==> config.mk <==
export PLATFORM = sky130hd
export DESIGN_NAME = apt_timer
export DESIGN_NICKNAME = d
export VERILOG_FILES = /design/src/rtl/apt_pkg.sv /design/src/rtl/apt_tick_sel.sv /design/src/rtl/apt_timer.sv
export VERILOG_INCLUDE_DIRS = /design/src /design/src/rtl
export SDC_FILE = /design/constraint.sdc
export NUM_CORES = 1
export LEC_CHECK = 0
export BUFFER_PORTS_ARGS = -buffer_cell sky130_fd_sc_hd__buf_2
export CAP_MARGIN = 0
export CORE_MARGIN = 2
export CORE_UTILIZATION = 46
export DETAILED_ROUTE_END_ITERATION = 6
export GPL_TIMING_DRIVEN = 0
export PLACE_DENSITY_LB_ADDON = 0.1
export SETUP_SLACK_MARGIN = 0.05
export SLEW_MARGIN = 15
export SYNTH_ARGS = -nofsm -noshare
export SYNTH_HDL_FRONTEND = slang
export SYNTH_HIERARCHICAL = 1
export SYNTH_SLANG_ARGS = --single-unit
export TNS_END_PERCENT = 30
==> constraint.sdc <==
create_clock -name mclk -period 2.4 [get_ports mclk]
set_input_delay 0.12 -clock mclk [delete_from_list [all_inputs] [get_ports mclk]]
set_output_delay 0.12 -clock mclk [all_outputs]
set_load 0.03 [all_outputs]
==> src/rtl/apt_map.svh <==
// Purpose: constants for the autonomous periodic timer
// Assumes: single clock mclk at 10 MHz
// Notes: no bus, so no offsets; widths, reset values and the mclk period only
`ifndef APT_MAP_SVH
`define APT_MAP_SVH

`define APT_PERIOD_W      16
`define APT_PERIOD_RST    16'h0000
`define APT_SRC_RST       1'b0
`define APT_CLK_PERIOD_NS 100

`endif

==> src/rtl/apt_pkg.sv <==
// Purpose: types for the autonomous periodic timer
// Assumes: apt_map.svh holds the numbers
// Notes: state enum and config carrier
`include "apt_map.svh"
package apt_pkg;
	typedef enum logic [0:0] {
		APT_IDLE = 1'b0,
		APT_RUN  = 1'b1
	} apt_state_t;

	typedef struct packed {
		logic                       timerEnable;
		logic                       clockSourceSelect;
		logic                       interruptEnable;
		logic [`APT_PERIOD_W-1:0]   periodLengthValue;
	} apt_cfg_t;
endpackage

==> src/rtl/apt_tick_sel.sv <==
// Purpose: selects the counting tick for the periodic timer
// Assumes: rcTick is a one-cycle pulse synchronous to mclk
// Notes: bus source counts every cycle the bus clock runs
`timescale 1ns/1ps
module apt_tick_sel (
	input  wire logic mclk,
	input  wire logic sys_rst,
	input  wire logic clkEn,
	input  wire logic sourceSel,
	input  wire logic rcTick,
	input  wire logic busClockOn,
	output logic      tick
);
	logic tick_reg;
	logic tick_next;

	always_comb begin
		tick_next = sourceSel ? rcTick : busClockOn;
	end

	always_ff @(posedge mclk or posedge sys_rst) begin
		if (sys_rst) begin
			tick_reg <= 1'b0;
		end else if (clkEn) begin
			tick_reg <= tick_next;
		end
	end

	assign tick = tick_reg;
endmodule // apt_tick_sel

==> src/rtl/apt_timer.sv <==
// Purpose: autonomous periodic interrupt timer
// Assumes: control bits are plain ports sampled on mclk
// Notes: select 1 picks the rc oscillator tick, 0 the bus clock
//
// Behaviour
// - timer stopped unless enable bit set
// - counts on rc oscillator or bus clock
// - source select writable only while disabled
// - bus source freezes while bus clock off
// - period length from 16-bit value
// - period value writable only while disabled
// - enable starts a full new period
// - elapsed flag set at period end
// - interrupt while flag and enable both one
// - timer restarts itself after each period
`timescale 1ns/1ps
`include "apt_map.svh"
module apt_timer (
	input  wire logic                       mclk,
	input  wire logic                       sys_rst,
	input  wire logic                       clkEn,
	input  wire logic                       enableWrite,
	input  wire logic                       enableData,
	input  wire logic                       sourceWrite,
	input  wire logic                       sourceData,
	input  wire logic                       periodWrite,
	input  wire logic [`APT_PERIOD_W-1:0]   periodData,
	input  wire logic                       intEnWrite,
	input  wire logic                       intEnData,
	input  wire logic                       flagClearOne,
	input  wire logic                       rcTick,
	input  wire logic                       busClockOn,
	output apt_pkg::apt_cfg_t               cfgOut,
	output logic                            periodElapsedFlag,
	output logic                            irqReq,
	output logic [`APT_PERIOD_W-1:0]        countOut
);
	import apt_pkg::*;

	////////////////////////////////////////////////////////////////////////
	apt_cfg_t                  cfg_reg;
	apt_cfg_t                  cfg_next;
	apt_state_t                state_reg;
	apt_state_t                state_next;
	logic [`APT_PERIOD_W-1:0]  cnt_reg;
	logic [`APT_PERIOD_W-1:0]  cnt_next;
	logic                      flag_reg;
	logic                      flag_next;
	logic                      irq_reg;
	logic                      irq_next;
	logic                      tick;
	logic                      done;

	apt_tick_sel u_tick (
		.mclk       (mclk),
		.sys_rst    (sys_rst),
		.clkEn      (clkEn),
		.sourceSel  (cfg_reg.clockSourceSelect),
		.rcTick     (rcTick),
		.busClockOn (busClockOn),
		.tick       (tick)
	);

	////////////////////////////////////////////////////////////////////////
	// configuration bits
	always_comb begin
		cfg_next = cfg_reg;
		if (enableWrite) begin
			cfg_next.timerEnable = enableData;
		end
		if (sourceWrite && !cfg_reg.timerEnable) begin
			cfg_next.clockSourceSelect = sourceData;
		end
		if (periodWrite && !cfg_reg.timerEnable) begin
			cfg_next.periodLengthValue = periodData;
		end
		if (intEnWrite) begin
			cfg_next.interruptEnable = intEnData;
		end
	end

	////////////////////////////////////////////////////////////////////////
	// counter and state
	// count runs 0 .. period; period value 0 treated as one tick
	assign done = tick && (cnt_reg >= cfg_reg.periodLengthValue);

	always_comb begin
		state_next = state_reg;
		cnt_next   = cnt_reg;
		unique case (state_reg)
			APT_IDLE: begin
				cnt_next = '0;
				if (cfg_reg.timerEnable) begin
					state_next = APT_RUN;
				end
			end
			APT_RUN: begin
				if (!cfg_reg.timerEnable) begin
					state_next = APT_IDLE;
					cnt_next   = '0;
				end else if (done) begin
					cnt_next = '0;
				end else if (tick) begin
					cnt_next = cnt_reg + 16'h0001;
				end
			end
		endcase
	end

	////////////////////////////////////////////////////////////////////////
	// flag and interrupt
	always_comb begin
		flag_next = flag_reg;
		if (flagClearOne) begin
			flag_next = 1'b0;
		end
		if (state_reg == APT_RUN && cfg_reg.timerEnable && done) begin
			flag_next = 1'b1;
		end
		irq_next = flag_next && cfg_next.interruptEnable;
	end

	always_ff @(posedge mclk or posedge sys_rst) begin
		if (sys_rst) begin
			cfg_reg   <= '{timerEnable: 1'b0, clockSourceSelect: `APT_SRC_RST,
				interruptEnable: 1'b0, periodLengthValue: `APT_PERIOD_RST};
			state_reg <= APT_IDLE;
			cnt_reg   <= '0;
			flag_reg  <= 1'b0;
			irq_reg   <= 1'b0;
		end else if (clkEn) begin
			cfg_reg   <= cfg_next;
			state_reg <= state_next;
			cnt_reg   <= cnt_next;
			flag_reg  <= flag_next;
			irq_reg   <= irq_next;
		end
	end

	assign cfgOut            = cfg_reg;
	assign periodElapsedFlag = flag_reg;
	assign irqReq            = irq_reg;
	assign countOut          = cnt_reg;
endmodule // apt_timer

---- Word-level counts from Yosys, hierarchy flattened ----
Index checks and enable logic that the tools add are counted.
W data, S select, Z words.
cells by class
  magnitude comparators ................... 1
  reductions and logical operators ........ 11
  add/subtract/negate cells ............... 1
  bitwise operators ....................... 1
  equal/unequal tests ..................... 1
  mux-type cells .......................... 9
operators with widths
  kind                     count
  $mux W16                 3
  $pmux W16 S2             1
  $add A16 B1 Y16 const B  1
  $ge A16 B16 Y1           1
  $reduce_and A2 Y1        4
  $logic_and A1 B1 Y1      6
  $mux W1                  5
  $ne A4 B2 Y1 const B     1
  $logic_not A1 Y1         1
  $not A1 Y1               1
word-level totals
  output and inout port bits .............. 37
  register bits after elaboration ......... 39

---- Depth between registers and ports, before layout ----
Gate-level depths: netlist of run 1.
  depth after elaboration ................. 5
  gate-level depth with buffers ........... 8
  gate-level depth less buffers ........... 7

---- Hierarchy ----
The synthesis of run 1 kept the hierarchy.
modules (own cells, without submodules)
  module        times used  seq. area each (um2)  cells each  area an instance (um2)
  apt_timer     1           950.9                 205         2,230.9
  apt_tick_sel  1           25.0                  5           47.5

---- Least setup slack after synthesis of run 1 ----
OpenSTA, ideal clock, no wires.
  path type ............................... register to register
  start ................................... register cfg_reg (netlist bit cfgOut[13])
  end ..................................... register cnt_reg[3], in the netlist countOut[3]
  clock period less this slack ............ 2.205 ns
  cell stages (with the launch flop) ...... 9
  setup slack ............................. 0.195 ns
  data arrival time ....................... 2.121 ns
  data required time ...................... 2.316 ns
  path through ............................ dfrtp_1 -> inv_1 -> ha_1 -> a21o_1 -> a21o_1 -> a2111oi_4 -> a21oi_2 -> buf_6 -> nor3_2
on the way
  word-level cells in the longest chain between the ends .. 5
RTL lines
  what                     RTL line          text
  from (decl)              apt_timer.sv:41   apt_cfg_t cfg_reg;
  from (signal assigned)   apt_timer.sv:125  cfg_reg <= '{timerEnable: 1'b0, clockSourceSelect: `APT_SRC_RST,
  from (signal assigned)   apt_timer.sv:132  cfg_reg <= cfg_next;
  $ge A16 B16 Y1 (*)       apt_timer.sv:85   assign done = tick && (cnt_reg >= cfg_reg.periodLengthValue);
  $logic_and A1 B1 Y1 (*)  apt_timer.sv:85
  $mux W16                 apt_timer.sv:101  end else if (done) begin
  $mux W16                 apt_timer.sv:98   if (!cfg_reg.timerEnable) begin
  $pmux W16 S2             apt_timer.sv:90   unique case (state_reg)
  to (signal assigned)     apt_timer.sv:134  cnt_reg <= cnt_next;
  to (decl)                apt_timer.sv:45   logic [`APT_PERIOD_W-1:0] cnt_reg;
Mark *: on every way between the ends. The rest lies on a longest branch, timed or not.
A chain may end at the register's enable or synchronous reset.

---- Final worst setup path of run 1 ----
  start ................................... register cnt_reg[15], in the netlist countOut[15]
  end ..................................... register cnt_reg[5], in the netlist countOut[5]
on the way
  word-level cells in the longest chain between the ends .. 5
RTL lines
  what                     RTL line
  $ge A16 B16 Y1 (*)       apt_timer.sv:85
  $logic_and A1 B1 Y1 (*)  apt_timer.sv:85
  $mux W16                 apt_timer.sv:101
  $mux W16                 apt_timer.sv:98
  $pmux W16 S2             apt_timer.sv:90
Marks and branches as above.

==> results.cfg, run 1 <==
[status]
status = finished clean

[placement]
place_congestion = 0.7966
dp_cells = 343
port_buffers = 65
dp_hpwl_mm = 3.720
dp_slack_ps = 170.3

[yosys]
synthXorXnorAreaFrac_pct = 4.997
synthCells = 210
avgSynthCellArea_um2 = 10.85
ys_types = 41
synth_edf_count = 0
synthTopCellsByArea = dfrtp_1, mux2_1, ha_1, xnor2_1, nor3_2
synth_ff_type = dfrtp_1
syn_nets = 256
synth_compound_area_share_pct = 10.10
ys_ff_latch = 39
synth_adder_area_share_pct = 9.336
async_reset_ff_share_pct = 100.0
synth_top_area_cell = dfrtp_1
synth_top_family_by_area = simple AND/OR/NAND/NOR gates
yosysTopAreaCellShare_pct = 42.83
synthSimpleGateAreaFrac_pct = 15.98
yosys_warnings = 6
syn_area_mm2 = 0.002278
muxShareOfSynthArea_pct = 10.76
seq_area_frac_synth_pct = 42.83

[worst_setup_path]
r2r_slack_ps = 220
r2r_start = countOut[15]$_DFFE_PP0P_
worst_ep_required_time_ps = 2550
crit_arrival_ps = 2330
end_kind = flip-flop
critPathKind = reg2reg
crit_path_start_kind = flip-flop
path_max_fanout = 10
r2r_end = countOut[5]$_DFFE_PP0P_
ff2ff_path_depth = 8

[finish]
final_cells = 353
layout-drive-gt1-share_pct = 35.66
area_growth_pct = 24.49
diodes = 0
fillCellCount = 440
regArea_um2 = 975.9
layout_commonest_cell = buf_2
fin_nets = 331
final_cell_mix = buf_2, dfrtp_1, inv_1, mux2_1, ha_1
multi_input_area_mm2 = 0.001186
largest_register_ffs = 19

[routing]
drt_iter0_drc = 47
dr_total_vias = 1819
ant_nets = 0
vias_per_cell = 5.153
wl_per_cell_um = 13.82
drc_errors = 0
wl_mm = 4.879
drtPass1Iterations = 4

[clock_network]
clk_latency_ps = 290
cts_buffers = 5
cts-root-buf = clkbuf_8
clkSinkCount = 39
cts_tree = done
cts.path.max_buffers = 2
clk_pin_slew_ps = 80
htree_levels = 2

[floorplanning]
start_util_pct = 47.92
core_area_mm2 = 0.004755
fp-row-count = 25
die_h_um = 74.38
ios = 66
dieArea_mm2 = 0.005532
die_w_um = 74.38

[grt]
grt_start_max_net_pins = 21
grt_usage_pct = 20.02
grt_pass1_vias = 1878
globalRoute.totalOverflow = 0
antenna_found_initial = 0
grt_pass1_wl_mm = 8.397

[sta]
finalSetupViolCount = 0
clock.fmax_mhz = 459.3
rsz0062_at_grt = no
worst_pin_slew_ps = 762.6
min_period_ps = 2177
finalSetupTns_ps = 0
worst_slack_ps = 222.8
slew_viol_final = 0
hold_viol_final = 0
max_slew_margin_pct = 49.16
finalCritPeriodShare_pct = 90.72
skew_ps = 5.430

[worst_hold_path]
holdPathStages = 2
min_to = cfgOut[4]$_DFFE_PP0P_
hold_class = in2reg
worstHoldStart = periodData[4]

[power_and_ir_drop]
peakVddDrop_uv = 415.8
p_total_mw = 1.793
leakage_nw = 1.401
power_density_mw_per_mm2 = 632.2

[job]
maxCapViolCount = 0
## metrics by stage
step,hold WS (ps),cell area (µm²),util [%]
after CTS,28.34,2809,59.08
after floorplan,-151.3,2278,-
after global placement,-36.96,2688,56.53
final,35.23,2836,59.66
after detailed placement,-24.91,2715,57.11
after global routing,26.73,2836,59.66
## how the worst max path moves through the flow
stage                             startpoint                  endpoint  slack [ps]
global route        countOut[15]$_DFFE_PP0P_  countOut[10]$_DFFE_PP0P_          80
CTS                  countOut[0]$_DFFE_PP0P_   countOut[5]$_DFFE_PP0P_         140
detailed placement   countOut[0]$_DFFE_PP0P_  countOut[12]$_DFFE_PP0P_         170
global placement    countOut[13]$_DFFE_PP0P_   countOut[5]$_DFFE_PP0P_         150
finish              countOut[15]$_DFFE_PP0P_   countOut[5]$_DFFE_PP0P_         220
floorplan             cfgOut[13]$_DFFE_PP0P_   countOut[3]$_DFFE_PP0P_         200
## worst max-delay path, cell delays in order, from the launching register on
cell and delay, ps:
dfrtp_1 430, ha_1 360, nand4_1 250, nor2_1 270
a2111oi_4 80, buf_4 160, a21oi_2 220, buf_6 210
nor3_2 60
## what timing repair did
action / CTS / global route
endpoints found under the hold margin: 19 / 0
setup buffers: 0 / 1
endpoints found under the setup margin: 0 / 10
gates resized for setup: 0 / 3
hold buffers: 1 / 0
## logic make-up (layout without fill, tap and decap cells)
logic type	count (synthesis)	after routing
xor+xnor	13	13
mux	22	22
flops	39	39
simple gates	63	63
compound gates	25	25
fa+ha+maj	17	17
buf+inv	31	107
## per-layer routing
metal  track usage, %  routed length, µm
met2            34.22               2379
met5                0                  0
met3            4.472                192
met1            24.74               2212
met4            7.540                 95
## layout make-up
type                            instances  share of cell area, %
Multi-Input combinational cell        140                  41.82
Sequential cell                        39                  34.41
Timing Repair Buffer                   68                  13.06
Inverter                               26                  3.441
Tap cell                               67                  2.955
Clock buffer                            5                  2.426
Buffer                                  5                  1.367
Clock inverter                          3                 0.5293
## cells in the mapped netlist, types with 2 or more instances
cell type / number
a21o_1: 2
a21oi_1: 7
buf_6: 2
dfrtp_1: 39
ha_1: 17
inv_1: 25
mux2_1: 20
mux2i_1: 2
nand2_1: 14
nand3_1: 6
nand4_1: 5
nor2_1: 10
nor3_1: 8
nor3_2: 10
nor3b_1: 2
o21ai_0: 3
o41ai_2: 2
xnor2_1: 13
## power by group
part           switching (mW)  internal (mW)
Clock                   0.232          0.199
Combinational           0.353          0.193
Sequential             0.0732          0.743
Total                   0.658           1.13
No activity file was read; power rests on OpenSTA's default activity.
==> run 2, diff against run 1 <==
- CORE_MARGIN: 2 -> 8
- CTS_BUF_LIST: not set -> sky130_fd_sc_hd__clkbuf_8
- GPL_ROUTABILITY_DRIVEN: not set -> 1
==> results.cfg, run 2 (synthesized netlist as in run 1, its figures left out) <==
[routing]
drt_iter0_drc = 80
wl_mm = 5.185
vias_per_cell = 5.234
drc_errors = 0
drtPass1Iterations = 4
wl_per_cell_um = 14.81
ant_nets = 0
dr_total_vias = 1832

[worst_setup_path]
crit_buf_inv = 1
ff2ff_path_depth = 7
r2r_start = countOut[13]$_DFFE_PP0P_
r2r_end = countOut[12]$_DFFE_PP0P_
crit_path_start_kind = flip-flop
slowest_delay_ps = 460
critPathKind = reg2reg
crit_chain = ha_1 > a21o_1 > a21o_1 > a2111oi_4 > a21oi_2 > buf_6 > nor3_2
critPathTopFamily = compound AO/OA/AOI/OAI gates
crit_arrival_ps = 2420
path_common_cell = a21o_1
end_kind = flip-flop
path_max_fanout = 10
r2r_slack_ps = 180
crit_slowest_cell = dfrtp_1
worst_ep_required_time_ps = 2600

[finish]
diodes = 0
fillCellCount = 437
fin_nets = 330
area_growth_pct = 23.17
layout_commonest_cell = buf_2
largest_register_ffs = 19
finish.utilization_pct = 59.03
final_cell_mix = buf_2, dfrtp_1, inv_1, mux2_1, ha_1
layout-drive-gt1-share_pct = 33.92

[placement]
port_buffers = 65
dp_slack_ps = 141.1
place_congestion = 0.8170
dp_hpwl_mm = 4.076

[floorplanning]
dieArea_mm2 = 0.007462
core_area_mm2 = 0.004755
die_h_um = 86.38
die_w_um = 86.38
fp-row-count = 25
start_util_pct = 47.92
ios = 66

[sta]
clock.fmax_mhz = 451.2
hold_viol_final = 0
worst_pin_slew_ps = 705.6
min_period_ps = 2216
finalCritPeriodShare_pct = 92.35
rsz0062_at_grt = no
max_slew_margin_pct = 52.96
skew_ps = 3.763
worst_slack_ps = 183.6
finalSetupTns_ps = 0
finalSetupViolCount = 0
slew_viol_final = 0

[power_and_ir_drop]
power_density_mw_per_mm2 = 628.0
internal_power_mw = 1.126
seq_power_share_pct = 46.4
leakage_nw = 1.390
clkPwrFrac_pct = 22.5
p_comb_share_pct = 31.1
p_sw_mw = 0.6363
peakVddDrop_uv = 406.0
p_total_mw = 1.762
switching_share_pct = 36.10

[grt]
antenna_found_initial = 0
grt_usage_pct = 14.83
grt_pass1_vias = 1911
grt_start_max_net_pins = 21
globalRoute.totalOverflow = 0
grt_pass1_wl_mm = 8.963

[clock_network]
cts.path.max_buffers = 2
clk_latency_ps = 280
htree_levels = 2
cts_tree = done
clkSinkCount = 39
cts_buffers = 5
cts-root-buf = clkbuf_8
clk_pin_slew_ps = 70

[worst_hold_path]
hold_class = in2reg
min_to = cfgOut[9]$_DFFE_PP0P_
worstHoldStart = periodData[9]
holdPathStages = 2

[status]
status = finished clean

[job]
maxCapViolCount = 0
## run 2: final cells by class
cell class / instances / area (µm²) / area share, %
Clock buffer: 5 / 68.82 / 2.452
Multi-Input combinational cell: 140 / 1175 / 41.86
Buffer: 5 / 38.79 / 1.382
Tap cell: 67 / 83.83 / 2.987
Timing Repair Buffer: 67 / 362.8 / 12.93
Sequential cell: 39 / 975.9 / 34.77
Inverter: 26 / 97.59 / 3.477
Clock inverter: 1 / 3.754 / 0.1337
## run 2: per-layer routing
metal  vias to the layer above  track usage (%)  wire, µm
li1                        884                -         -
met1                       883            17.84      2281
met4                         0            4.851        49
met5                         -                0         0
met3                         4            5.104       370
met2                        61            24.10      2483
## run 2: per-stage QoR
stage / instances / hold WS [ps] / area, µm²
2_1_floorplan: 210 / -151.3 / 2278
3_3_place_gp: 342 / -37.11 / 2688
3_5_place_dp: 343 / -21.65 / 2715
4_1_cts: 350 / 32.99 / 2798
5_1_grt: 350 / 32.15 / 2806
6_report: 350 / 44.84 / 2806
## run 2: how the worst max path moves through the flow
stage,endpoint,cells past startpoint,slack [ps],startpoint
global placement,countOut[5]$_DFFE_PP0P_,7,170,countOut[13]$_DFFE_PP0P_
detailed placement,countOut[12]$_DFFE_PP0P_,7,140,countOut[13]$_DFFE_PP0P_
floorplan,countOut[3]$_DFFE_PP0P_,8,200,cfgOut[13]$_DFFE_PP0P_
finish,countOut[12]$_DFFE_PP0P_,7,180,countOut[13]$_DFFE_PP0P_
global route,countOut[12]$_DFFE_PP0P_,8,40,cfgOut[15]$_DFFE_PP0P_
CTS,countOut[12]$_DFFE_PP0P_,7,110,countOut[13]$_DFFE_PP0P_
## run 2: repair_timing
item | in CTS | in global routing
setup buffers | 0 | 0
hold endpoints to repair | 20 | 0
setup endpoints to repair | 0 | 10
hold buffers | 1 | 0
resized for setup | 0 | 1
## run 2: power groups by stage
| stage | Combinational (mW) | Sequential, mW | Clock (mW) |
|---|---|---|---|
| floorplan | 0.223 | 0.977 | 0 |
| global placement | 0.540 | 0.830 | 0 |
| detailed placement | 0.550 | 0.833 | 0 |
| CTS | 0.555 | 0.820 | 0.412 |
| global route | 0.602 | 0.835 | 0.437 |
| finish | 0.548 | 0.818 | 0.396 |
==> run 3, diff against run 2 <==
- PLACE_DENSITY: not set -> 0.69
- PLACE_DENSITY_LB_ADDON: 0.1 -> not set
==> results.cfg, run 3 (synthesized netlist as in run 1, its figures left out) <==
[job]
maxCapViolCount = 0

[sta]
finalSetupViolCount = 0
slew_viol_final = 0
min_period_ps = 2145
clock.fmax_mhz = 466.2
worst_pin_slew_ps = 687.5
rsz0062_at_grt = no
finalSetupTns_ps = 0
skew_ps = 4.842
max_slew_margin_pct = 54.17
finalCritPeriodShare_pct = 89.38
hold_viol_final = 0

[power_and_ir_drop]
clkPwrFrac_pct = 26.4
seq_power_share_pct = 43.9
p_sw_mw = 0.6608
leakage_nw = 1.405
internal_power_mw = 1.195
peakVddDrop_uv = 390.0
switching_share_pct = 35.62
power_density_mw_per_mm2 = 653.3
p_comb_share_pct = 29.7

[floorplanning]
die_w_um = 86.38
start_util_pct = 47.92
core_area_mm2 = 0.004755
fp-row-count = 25
ios = 66
die_h_um = 86.38
dieArea_mm2 = 0.007462

[placement]
dp_hpwl_mm = 4.097
place_congestion = 0.8164
dp_cells = 343
port_buffers = 65

[clock_network]
cts_buffers = 5
cts.path.max_buffers = 2
postCtsSetupBuffers = 0
clk_latency_ps = 290
cts_tree = done
clk_pin_slew_ps = 80
clkSinkCount = 39
htree_levels = 2
cts-root-buf = clkbuf_8

[status]
status = finished clean

[routing]
ant_nets = 0
wl_per_cell_um = 14.47
drtPass1Iterations = 4
drc_errors = 0
vias_per_cell = 5.051
wl_mm = 5.094
dr_total_vias = 1778
drt_iter0_drc = 68

[grt]
grt_pass1_vias = 1871
grt_start_max_net_pins = 22
grt_usage_pct = 14.66
antenna_found_initial = 0
grt_pass1_wl_mm = 8.735
globalRoute.totalOverflow = 0

[finish]
final_cells = 352
fillCellCount = 436
finish.utilization_pct = 59.74
layout_commonest_cell = buf_2
layout-drive-gt1-share_pct = 34.74
largest_register_ffs = 19
final_cell_mix = buf_2, dfrtp_1, inv_1, mux2_1, ha_1
fin_nets = 330
area_growth_pct = 24.66
diodes = 0

[worst_setup_path]
worst_ep_required_time_ps = 2610
crit_path_start_kind = flip-flop
critPathKind = reg2reg
crit_arrival_ps = 2360
path_max_fanout = 10
end_kind = flip-flop

[worst_hold_path]
hold_class = in2reg
run 3: timing repair:
item                       in CTS  in global routing
resized for setup               0                  2
hold endpoints to repair       18                  0
setup endpoints to repair       0                  6
hold buffers                    1                  0
run 3: power by group through the flow:
stage / Clock [mW] / Combinational (mW) / Sequential [mW]
2_1_floorplan: 0 / 0.223 / 0.977
3_3_place_gp: 0 / 0.537 / 0.827
3_5_place_dp: 0 / 0.555 / 0.829
4_1_cts: 0.503 / 0.557 / 0.816
5_1_grt: 0.525 / 0.607 / 0.830
6_report: 0.490 / 0.551 / 0.815
run 3: layout make-up:
cell class                 count  area (µm²)  area share, %
clock buffer                   7       96.34          3.392
inverter                      26       97.59          3.436
timing repair buffer          67       362.8          12.78
tap                           67       83.83          2.952
buffer                         5       38.79          1.366
clock inverter                 1       3.754         0.1322
sequential                    39       975.9          34.36
multi-input combinational    140        1181          41.59
run 3: stage by stage:
step,hold slack (ps),cell area (µm²),worst slack (ps),power (mW)
6_report,28.93,2840,254.8,1.855
5_1_grt,32.99,2840,66.48,1.963
3_5_place_dp,-27.95,2715,225.0,1.384
2_1_floorplan,-151.3,2278,195.1,1.200
4_1_cts,24.32,2825,196.9,1.876
3_3_place_gp,-37.21,2688,197.9,1.364
run 3: worst max-delay path, cell delays in order, from the launching register on:
cell       delay (ps)
dfrtp_1           360
inv_1              60
ha_1              340
nand4_1           210
nor2_1            110
a2111oi_4         460
a21oi_2           160
buf_6             190
nor3_2            170
run 3: final timing paths:
check                                             from                      end  slack, ps  cells after the start
worst max-delay path            cfgOut[15]$_DFFE_PP0P_  countOut[4]$_DFFE_PP0P_        250                      8
worst min-delay path                    periodData[14]   cfgOut[14]$_DFFE_PP0P_         30                      2
worst max register to register  cfgOut[15]$_DFFE_PP0P_  countOut[4]$_DFFE_PP0P_        250                      8
worst min register to register   cfgOut[7]$_DFFE_PP0P_    cfgOut[7]$_DFFE_PP0P_        520                      1
max in group asynchronous                      sys_rst  countOut[4]$_DFFE_PP0P_       1560                      4
min in group asynchronous                      sys_rst  u_tick/tick$_DFFE_PP0P_        220                      3
run 3: routing by layer:
layer / up-vias / GRT usage [%] / wire, µm
li1: 893 / - / -
met4: 0 / 5.947 / 73
met5: - / 0 / 0
met2: 42 / 23.75 / 2456
met1: 836 / 17.82 / 2274
met3: 7 / 4.159 / 290
